[src/smc_pkg.sv]
package smc_pkg;
    localparam int          CLK_PERIOD_PS   = 5000;
    localparam logic [7:0]  SLEEP_CTRL_ADDR = 8'h33;
    localparam int          CTRL_W          = 4;
    localparam int          CTRL_SE_BIT     = 0;
    localparam int          CTRL_MODE_LSB   = 1;
    localparam int          CTRL_MODE_MSB   = 3;
    localparam logic [3:0]  CTRL_RESET      = 4'h0;
    localparam logic [15:0] HOLD_CYC        = 16'h0004;
    localparam logic [15:0] STBY_WAKE_CYC   = 16'h0006;
    localparam int          STARTUP_FAST_NS = 1000;
    localparam int          STARTUP_SLOW_NS = 65000;
    localparam int STARTUP_FAST_CYC = (STARTUP_FAST_NS * 1000 + CLK_PERIOD_PS - 1) / CLK_PERIOD_PS;
    localparam int STARTUP_SLOW_CYC = (STARTUP_SLOW_NS * 1000 + CLK_PERIOD_PS - 1) / CLK_PERIOD_PS;
    localparam int          CKSRC_W         = 4;
    localparam logic [3:0]  XTAL_FUSE_MIN   = 4'h8;
    localparam int          SLOW_FUSE_BIT   = 0;
    // Clock and oscillator enable vector
    localparam int CE_CORE   = 0;
    localparam int CE_PROG   = 1;
    localparam int CE_PERIPH = 2;
    localparam int CE_CONV   = 3;
    localparam int CE_ASYNC  = 4;
    localparam int CE_MOSC   = 5;
    localparam int CE_TOSC   = 6;
    localparam int CE_T2SYNC = 7;
    localparam int CE_W      = 8;
    localparam logic [7:0] CE_ALL = 8'hFF;
    // Wake request vector
    localparam int WK_EXT0    = 0;
    localparam int WK_PCINT   = 3;
    localparam int WK_TWMATCH = 4;
    localparam int WK_TWIRQ   = 5;
    localparam int WK_WDTIRQ  = 6;
    localparam int WK_CONV    = 7;
    localparam int WK_NVM     = 8;
    localparam int WK_T2OVF   = 9;
    localparam int WK_T2CMP   = 10;
    localparam int WK_OTHER   = 11;
    localparam int WK_EXTRST  = 12;
    localparam int WK_WDTRST  = 13;
    localparam int WK_BODRST  = 14;
    localparam int WK_W       = 15;

    typedef enum logic [2:0] {
        MODE_IDLE  = 3'b000,
        MODE_QUIET = 3'b001,
        MODE_PDOWN = 3'b010,
        MODE_PSAVE = 3'b011,
        MODE_RSV4  = 3'b100,
        MODE_RSV5  = 3'b101,
        MODE_STBY  = 3'b110,
        MODE_ESTBY = 3'b111
    } smc_mode_t;

    typedef enum logic [1:0] {
        ST_ACTIVE = 2'b00,
        ST_SLEEP  = 2'b01,
        ST_START  = 2'b10,
        ST_HOLD   = 2'b11
    } smc_state_t;
endpackage : smc_pkg

[src/smc_sleep_ctrl.sv]
`timescale 1ns/100ps
`default_nettype none
module smc_sleep_ctrl #(
    parameter logic [15:0] STARTUP_FAST = 16'(smc_pkg::STARTUP_FAST_CYC),
    parameter logic [15:0] STARTUP_SLOW = 16'(smc_pkg::STARTUP_SLOW_CYC)
) (
    input  wire logic                          core_clk,
    input  wire logic                          rst_n,
    input  wire logic                          ctrlWrEn,
    input  wire logic [7:0]                    ctrlWrData,
    output logic      [7:0]                    ctrlRdData,
    input  wire logic                          sleepInstr,
    input  wire logic [smc_pkg::CKSRC_W-1:0]   clockSourceFuses,
    input  wire logic                          converterEnabled,
    input  wire logic                          asyncTimerIsAsync,
    input  wire logic                          asyncTimerIsSync,
    input  wire logic [1:0]                    asyncTimerIrqMask,
    input  wire logic                          globalIrqEn,
    input  wire logic [2:0]                    extIrqIsLevel,
    input  wire logic [2:0]                    extIrqLines,
    input  wire logic                          pinChangeIrq,
    input  wire logic                          twoWireMatch,
    input  wire logic                          twoWireIrq,
    input  wire logic                          watchdogIrq,
    input  wire logic                          convDoneIrq,
    input  wire logic                          nvReadyIrq,
    input  wire logic                          asyncTimerOvf,
    input  wire logic                          asyncTimerCmp,
    input  wire logic                          otherIrq,
    input  wire logic                          extResetReq,
    input  wire logic                          watchdogResetReq,
    input  wire logic                          brownOutResetReq,
    output logic                               coreClkEn,
    output logic                               progClkEn,
    output logic                               periphClkEn,
    output logic                               convClkEn,
    output logic                               asyncClkEn,
    output logic                               mainOscEn,
    output logic                               timerOscEn,
    output logic                               timerSyncClkEn,
    output logic                               coreHalt,
    output logic                               sleeping,
    output logic                               convStart,
    output logic                               wakeIrq,
    output logic                               resetReq
);
    import smc_pkg::*;

    typedef struct packed {
        smc_state_t          state;
        logic [CTRL_W-1:0]   ctrl;
        smc_mode_t           mode;
        logic [15:0]         cnt;
        logic                byReset;
        logic                convStart;
        logic                wakeIrq;
        logic                resetReq;
        logic [WK_W-1:0]     syncA;
        logic [WK_W-1:0]     syncB;
    } smc_regs_t;

    smc_regs_t r_reg;
    smc_regs_t r_next;

    logic [WK_W-1:0] wakeRaw;
    logic [WK_W-1:0] wk;
    logic            xtalSel;
    logic            t2Wake;
    logic            extLevelWake;
    logic            extAnyWake;
    logic            rstWake;
    logic            irqWake;
    logic            sleepOk;
    smc_mode_t       selMode;
    logic [CE_W-1:0] gate;

    // Clock gating per sleep mode, bit order as CE_* indices
    function automatic logic [CE_W-1:0] modeGates(input smc_mode_t m, input logic tAsync,
                                                  input logic tSync);
        logic [CE_W-1:0] g;
        g = '0;
        case (m)
            MODE_IDLE: begin
                g = CE_ALL;
                g[CE_CORE] = 1'b0;
                g[CE_PROG] = 1'b0;
                g[CE_T2SYNC] = 1'b0;
                g[CE_TOSC] = tAsync;
            end
            MODE_QUIET: begin
                g[CE_CONV] = 1'b1;
                g[CE_ASYNC] = 1'b1;
                g[CE_MOSC] = 1'b1;
                g[CE_TOSC] = tAsync;
            end
            MODE_PSAVE, MODE_ESTBY: begin
                g[CE_ASYNC] = tAsync;
                g[CE_TOSC] = tAsync;
                g[CE_T2SYNC] = tSync & (m == MODE_PSAVE);
                g[CE_MOSC] = tSync | (m == MODE_ESTBY);
            end
            MODE_STBY: begin
                g[CE_MOSC] = 1'b1;
            end
            default: begin
                g = '0;
            end
        endcase
        return g;
    endfunction : modeGates

    // Wake inputs come from pins and unclocked logic
    assign wakeRaw = {brownOutResetReq, watchdogResetReq, extResetReq, otherIrq,
                      asyncTimerCmp, asyncTimerOvf, nvReadyIrq, convDoneIrq,
                      watchdogIrq, twoWireIrq, twoWireMatch, pinChangeIrq, extIrqLines};
    assign wk = r_reg.syncB;

    // Wake condition decode
    always_comb begin
        xtalSel = (clockSourceFuses >= XTAL_FUSE_MIN);
        selMode = smc_mode_t'(r_reg.ctrl[CTRL_MODE_MSB:CTRL_MODE_LSB]);
        t2Wake = globalIrqEn & ((wk[WK_T2OVF] & asyncTimerIrqMask[0]) |
                                (wk[WK_T2CMP] & asyncTimerIrqMask[1]));
        extAnyWake = |wk[WK_EXT0 +: 3];
        extLevelWake = |(wk[WK_EXT0 +: 3] & extIrqIsLevel);
        rstWake = wk[WK_EXTRST] | wk[WK_WDTRST] | wk[WK_BODRST];
        sleepOk = r_reg.ctrl[CTRL_SE_BIT];
        if (selMode == MODE_RSV4 || selMode == MODE_RSV5) begin
            sleepOk = 1'b0;
        end else if ((selMode == MODE_STBY || selMode == MODE_ESTBY) && !xtalSel) begin
            sleepOk = 1'b0;
        end
        case (r_reg.mode)
            MODE_IDLE: begin
                irqWake = extAnyWake | (|wk[WK_OTHER:WK_PCINT]);
            end
            MODE_QUIET: begin
                irqWake = extLevelWake | wk[WK_PCINT] | wk[WK_TWMATCH] |
                          wk[WK_TWIRQ] | wk[WK_WDTIRQ] | wk[WK_CONV] |
                          wk[WK_NVM] | t2Wake;
            end
            MODE_PSAVE, MODE_ESTBY: begin
                irqWake = extLevelWake | wk[WK_PCINT] | wk[WK_TWMATCH] |
                          wk[WK_WDTIRQ] | t2Wake;
            end
            default: begin
                irqWake = extLevelWake | wk[WK_PCINT] | wk[WK_TWMATCH] |
                          wk[WK_WDTIRQ];
            end
        endcase
        gate = modeGates(r_reg.mode, asyncTimerIsAsync, asyncTimerIsSync);
    end

    // Next-state logic
    always_comb begin
        r_next = r_reg;
        r_next.syncA = wakeRaw;
        r_next.syncB = r_reg.syncA;
        r_next.convStart = 1'b0;
        r_next.wakeIrq = 1'b0;
        r_next.resetReq = 1'b0;
        if (ctrlWrEn) begin
            r_next.ctrl = ctrlWrData[CTRL_W-1:0];
        end
        case (r_reg.state)
            ST_ACTIVE: begin
                if (sleepInstr && sleepOk) begin
                    r_next.state = ST_SLEEP;
                    r_next.mode = selMode;
                    r_next.convStart = converterEnabled &&
                        (selMode == MODE_IDLE || selMode == MODE_QUIET);
                end
            end
            ST_SLEEP: begin
                if (rstWake || irqWake) begin
                    r_next.byReset = rstWake;
                    if (r_reg.mode == MODE_IDLE || r_reg.mode == MODE_QUIET) begin
                        r_next.state = ST_HOLD;
                        r_next.cnt = HOLD_CYC - 16'h0001;
                    end else if (r_reg.mode == MODE_STBY || r_reg.mode == MODE_ESTBY) begin
                        r_next.state = ST_START;
                        r_next.cnt = STBY_WAKE_CYC - 16'h0001;
                    end else begin
                        r_next.state = ST_START;
                        r_next.cnt = (clockSourceFuses[SLOW_FUSE_BIT] ? STARTUP_SLOW
                                      : STARTUP_FAST) - 16'h0001;
                    end
                end
            end
            ST_START: begin
                if (r_reg.cnt != 16'h0000) begin
                    r_next.cnt = r_reg.cnt - 16'h0001;
                end else begin
                    r_next.state = ST_HOLD;
                    r_next.cnt = HOLD_CYC - 16'h0001;
                end
            end
            ST_HOLD: begin
                if (r_reg.cnt != 16'h0000) begin
                    r_next.cnt = r_reg.cnt - 16'h0001;
                end else begin
                    r_next.state = ST_ACTIVE;
                    r_next.byReset = 1'b0;
                    r_next.resetReq = r_reg.byReset;
                    r_next.wakeIrq = !r_reg.byReset;
                    if (r_reg.byReset) begin
                        r_next.ctrl = CTRL_RESET;
                    end
                end
            end
            default: begin
                r_next.state = ST_ACTIVE;
            end
        endcase
    end

    // State register; a wake by a reset source clears the control bits
    always_ff @(posedge core_clk) begin
        if (!rst_n) begin
            r_reg.state <= ST_ACTIVE;
            r_reg.ctrl <= CTRL_RESET;
            r_reg.mode <= MODE_IDLE;
            r_reg.cnt <= 16'h0000;
            r_reg.byReset <= 1'b0;
            r_reg.convStart <= 1'b0;
            r_reg.wakeIrq <= 1'b0;
            r_reg.resetReq <= 1'b0;
            r_reg.syncA <= '0;
            r_reg.syncB <= '0;
        end else begin
            r_reg <= r_next;
        end
    end

    // Clock enables follow state; restart phase powers the main oscillator back up, timer oscillator and async clock keep their sleep gating
    always_comb begin
        coreClkEn = 1'b1;
        progClkEn = 1'b1;
        periphClkEn = 1'b1;
        convClkEn = 1'b1;
        asyncClkEn = 1'b1;
        mainOscEn = 1'b1;
        timerOscEn = asyncTimerIsAsync;
        timerSyncClkEn = 1'b0;
        if (r_reg.state == ST_SLEEP) begin
            coreClkEn = gate[CE_CORE];
            progClkEn = gate[CE_PROG];
            periphClkEn = gate[CE_PERIPH];
            convClkEn = gate[CE_CONV];
            asyncClkEn = gate[CE_ASYNC];
            mainOscEn = gate[CE_MOSC];
            timerOscEn = gate[CE_TOSC];
            timerSyncClkEn = gate[CE_T2SYNC];
        end else if (r_reg.state == ST_START) begin
            coreClkEn = 1'b0;
            progClkEn = 1'b0;
            periphClkEn = 1'b0;
            convClkEn = 1'b0;
            asyncClkEn = gate[CE_ASYNC];
            timerOscEn = gate[CE_TOSC];
        end else if (r_reg.state == ST_HOLD) begin
            coreClkEn = 1'b0;
        end
    end

    // Status and pulse outputs
    assign ctrlRdData = {4'h0, r_reg.ctrl};
    assign coreHalt = (r_reg.state != ST_ACTIVE);
    assign sleeping = (r_reg.state == ST_SLEEP);
    assign convStart = r_reg.convStart;
    assign wakeIrq = r_reg.wakeIrq;
    assign resetReq = r_reg.resetReq;
endmodule : smc_sleep_ctrl
`default_nettype wire

[config.mk]
export PLATFORM = sky130hd
export DESIGN_NAME = smc_sleep_ctrl
export DESIGN_NICKNAME = d
export VERILOG_FILES = /design/src/smc_pkg.sv /design/src/smc_sleep_ctrl.sv
export SDC_FILE = /design/constraint.sdc
export NUM_CORES = 1
export LEC_CHECK = 0
export BUFFER_PORTS_ARGS = -buffer_cell sky130_fd_sc_hd__buf_2
export CAP_MARGIN = 20
export CORE_MARGIN = 2
export CORE_UTILIZATION = 55
export CTS_BUF_LIST = sky130_fd_sc_hd__clkbuf_4 sky130_fd_sc_hd__clkbuf_8
export DETAILED_ROUTE_END_ITERATION = 8
export PLACE_DENSITY = 0.91
export REMOVE_ABC_BUFFERS = 1
export SLEW_MARGIN = 10
export SYNTH_ARGS = -nofsm -noshare
export SYNTH_HDL_FRONTEND = slang
export SYNTH_SLANG_ARGS = --single-unit
[constraint.sdc]
create_clock -name core_clk -period 3.3 [get_ports core_clk]
set_input_delay 0.495 -clock core_clk [delete_from_list [all_inputs] [get_ports core_clk]]
set_output_delay 0.495 -clock core_clk [all_outputs]
set_load 0.02 [all_outputs]
==> impl_summary.txt <==
----------------------------------------------------
[Global route]
  Wire length of the first global-routing pass ... 9980 um
  Via count of the first global-routing pass ... 2272
  Pin count of the biggest net entering global routing ... 46
  Leftover overflow at the end of global routing ... 0
  Global-route usage over all layers ... 23.6%
  Antenna violations before repair ... 0

[CTS]
  Total CTS buffers ... 9
  H-tree depth ... 3
  Hold buffer count at CTS ... 0
  Number of sinks driven by the clock tree ... 59
  CTS tree ... yes
  Post-CTS clock slew at the launch and capture registers of the worst setup and hold paths ... 70 ps
  Root buffer cell ... sky130_fd_sc_hd__clkbuf_8
  Maximum buffer depth of the clock tree ... 2
  Clk_lat worst skew ... 340 ps
  Setup fix buffers added after clock tree synthesis ... 0
  Post-cts gate resize count ... 0

[Placed design]
  Post-DP Area ... 2960 um2
  Routability cong. ... 0.896
  Number of placed instances, taps included ... 394
  Total half-perimeter wirelength after legalization and detailed placement ... 3840 um
  Place WS ... 914 ps
  Count of buffers from port buffering ... 50

[Floorplanning]
  Floorplan die width ... 74.5 um
  Row count ... 25
  Std-Cell Core Area ... 4750 um2
  Number of top-level pins ... 61
  Initial Utilization ... 57.5%
  Die H ... 74.5 um
  Area of the die ... 5550 um2

[Final layout]
  Layout Area Growth over Synthesis ... 16.4%
  Final cell area excluding filler cells ... 3180 um2
  Sequential Area ... 1180 um2
  Filler Cell Count ... 366
  Area taken by multi-input logic gates ... 1390 um2
  Number of antenna diodes ... 0
  Proportion of layout cells with a drive suffix above 1 ... 22.7%
  Flip-flop count of the largest register after layout ... 22
  Final cell count without fillers ... 410
  Post-layout nets ... 384

[Hold path]
  Min-Delay Path Depth ... 2
  HP Start ... twoWireIrq
  Path type of the worst min-delay path ... in2reg

[Critical path]
  Critical path data required time ... 3490 ps
  Worst stage delay on the critical path ... 640 ps
  Cell class contributing the biggest share of worst-path delay ... compound AO/OA/AOI/OAI gates
  Number of buffers and inverters on the critical path ... 1
  Category of the most critical setup path ... reg2reg
  Launching point of the worst reg2reg path ... r_reg[34]
  Launching instance or port of the critical path ... r_reg[34]
  Instance count on the critical path ... 7
  Sort of element at the start of the critical path ... register
  Worst r2r path cells ... 7
  Category of the worst setup path capture point ... register
  Highest-delay cell along the critical path ... sky130_fd_sc_hd__a41o_1
  Critical path fanouts, max ... 18
  Arrival time at the worst endpoint ... 2600 ps
  Cell-by-cell listing of the critical path ... inv_1 -> ha_1 -> nor4b_1 -> a41o_1 -> nor2_1 -> o311ai_1 -> o31ai_1

[Synth]
  Post-Synth XOR/XNOR Area ... 0%
  Post-synth design cell area ... 2740 um2
  Ranking of synthesized cells by area ... sky130_fd_sc_hd__dfxtp_1 43%, sky130_fd_sc_hd__and2_1 7.5%, sky130_fd_sc_hd__o311ai_1 3.5%, sky130_fd_sc_hd__mux2i_1 3.3%, sky130_fd_sc_hd__buf_4 3.3%
  Number of different library cells in the post-synthesis netlist ... 55
  Share of Yosys cell area claimed by the top area cell type ... 43.2%
  Largest family of logic cells by synthesized area ... simple AND/OR/NAND/NOR gates
  Cell type with the largest total area after synthesis ... sky130_fd_sc_hd__dfxtp_1
  Warning count from the yosys run ... 0
  Asr flop ratio synth ... 0%
  Post-synthesis average cell area ... 9.21 um2
  Number of instances in the synthesized netlist ... 297
  Simple-gate area share of the yosys netlist ... 25.4%
  Dominant register cell in the synthesized netlist ... sky130_fd_sc_hd__dfxtp_1
  Complex-gate fraction of the synthesized area ... 18.5%
  Number of enable-type register cells in the synthesized netlist ... 0
  Sequential-to-total area share from yosys stat ... 43.2%
  Flip-flop and latch count after synthesis ... 59
  Adder-cell area share of the yosys netlist ... 2.74%
  Mux share of post-synthesis cell area ... 3.29%

[Timing]
  Slew HR ... 34.3%
  Actual slew at the worst max-slew pin ... 973 ps
  Fraction of the cycle the final worst path needs ... 73.0%
  Final worst-path setup slack ... 890 ps
  Minimum clock period ... 2410 ps
  RSZ-0062 raised after global routing ... no
  Fmax ... 415 MHz
  Endpoints failing setup ... 0
  Setup TNS ... 0 ps
  Max-slew violation count ... 0
  Hold violation count in the final report ... 0
  Worst setup skew after layout ... 7.58 ps

[Route]
  Antenna Nets Post-Route ... 0
  Routed wire length per instance ... 14.4 um
  Routed WL ... 5890 um
  Overall via count from detail_route ... 2359
  Number of iterations in the first detailed-routing pass ... 4
  Detailed-route vias per instance ... 5.75
  Number of remaining DRC errors ... 0
  Starting DRC count in detailed routing ... 269

[Pwr]
  Overall Power ... 1.63 mW
  Max IR drop VDD ... 0.000606 V
  Fraction of power consumed by combinational cells ... 9.7%
  Internal power consumption ... 1.23 mW
  Power Density ... 513 nW/um2
  Share of power burned in registers ... 45.8%
  P_sw ... 0.401 mW
  Clock network power share ... 44.5%
  Sw frac ... 24.6%
  Leakage ... 1.27 nW

[Outcome]
  Result of the run ... finished clean

[Flow run]
  Total of max-cap violations ... 0

----------------------------------------------------
## cells in the final DEF, fill, tap and decap left out, drive strengths merged, types with 2 or more instances in the layout
| master | instances |
|---|---|
| a211oi | 2 |
| nor3 | 10 |
| nor2 | 24 |
| bufinv | 2 |
| dfxtp | 59 |
| buf | 53 |
| or2 | 2 |
| nand2b | 2 |
| clkbuf | 10 |
| or3 | 4 |
| and2 | 33 |
| nand2 | 10 |
| o31a | 3 |
| inv | 10 |
| nor4 | 9 |
| mux2i | 9 |
| ha | 6 |
| a22oi | 2 |
| clkinv | 3 |
| o22ai | 2 |
| or4 | 5 |
| o41ai | 2 |
| o21ai | 4 |
| a21oi | 14 |
| o311ai | 12 |
| nand4 | 3 |
| nor4b | 2 |
| a31oi | 9 |
| conb | 4 |
| nand3 | 4 |
| o31ai | 12 |
## cells by family (layout without fill, tap and decap cells)
| kind of cell | count (synthesis) | after routing |
|---|---|---|
| AND/OR/NAND/NOR | 116 | 116 |
| AO/OA/AOI/OAI | 70 | 70 |
| flip-flops | 59 | 59 |
| buffers and inverters | 36 | 79 |
| multiplexers | 9 | 9 |
| adder cells (fa/ha/maj) | 6 | 6 |
| other | 1 | 4 |
## metal layers
layer  track usage [%]  share of wire (%)  vias up  wire, um
met5                 0                  0        -         0
li1                  -                  -     1163         -
met2              38.6                 49       80      2870
met4              13.9                2.5        0       146
met3              5.01                5.0       16       294
met1              28.5                 44     1100      2580
## cells in the mapped netlist, types with 7 or more instances
cell / count
sky130_fd_sc_hd__o31ai_1: 12
sky130_fd_sc_hd__nor3_1: 7
sky130_fd_sc_hd__nor4_1: 7
sky130_fd_sc_hd__a21oi_1: 14
sky130_fd_sc_hd__a31oi_1: 9
sky130_fd_sc_hd__clkbuf_1: 8
sky130_fd_sc_hd__dfxtp_1: 59
sky130_fd_sc_hd__inv_1: 10
sky130_fd_sc_hd__nor2_1: 24
sky130_fd_sc_hd__o311ai_1: 11
sky130_fd_sc_hd__and2_1: 33
sky130_fd_sc_hd__mux2i_1: 9
sky130_fd_sc_hd__buf_4: 12
sky130_fd_sc_hd__nand2_1: 10
## final timing paths
| path | endpoint | slack, ps |
|---|---|---|
| min | r_next[5] | 360 |
| max reg2reg | r_reg[40] | 890 |
| min reg2reg | wk[13] | 430 |
| max | r_reg[40] | 890 |
## metrics by stage
step                      hold slack, ps  utilization [%]
after floorplan                      412                -
after global placement               417             62.3
after detailed placement             417             62.3
after CTS                            344             66.9
after global routing                 357             66.9
final                                357             66.9
## power groups by stage
| stage | sequential, mW | combinational [mW] | clock (mW) |
|---|---|---|---|
| 3_3_place_gp | 0.762 | 0.151 | 0 |
| 2_1_floorplan | 0.764 | 0.0938 | 0 |
| 4_1_cts | 0.748 | 0.157 | 0.737 |
| 5_1_grt | 0.750 | 0.175 | 0.765 |
| 3_5_place_dp | 0.763 | 0.155 | 0 |
| 6_report | 0.748 | 0.158 | 0.727 |
## layout make-up
class                      count  area share [%]
multi-input combinational    205            43.6
tap                           67            2.63
sequential                    59            37.1
clock inverter                 6            2.83
timing repair buffer          53            8.57
inverter                      10            1.18
clock buffer                  10            4.13
No activity file was read; power rests on OpenSTA's default activity.
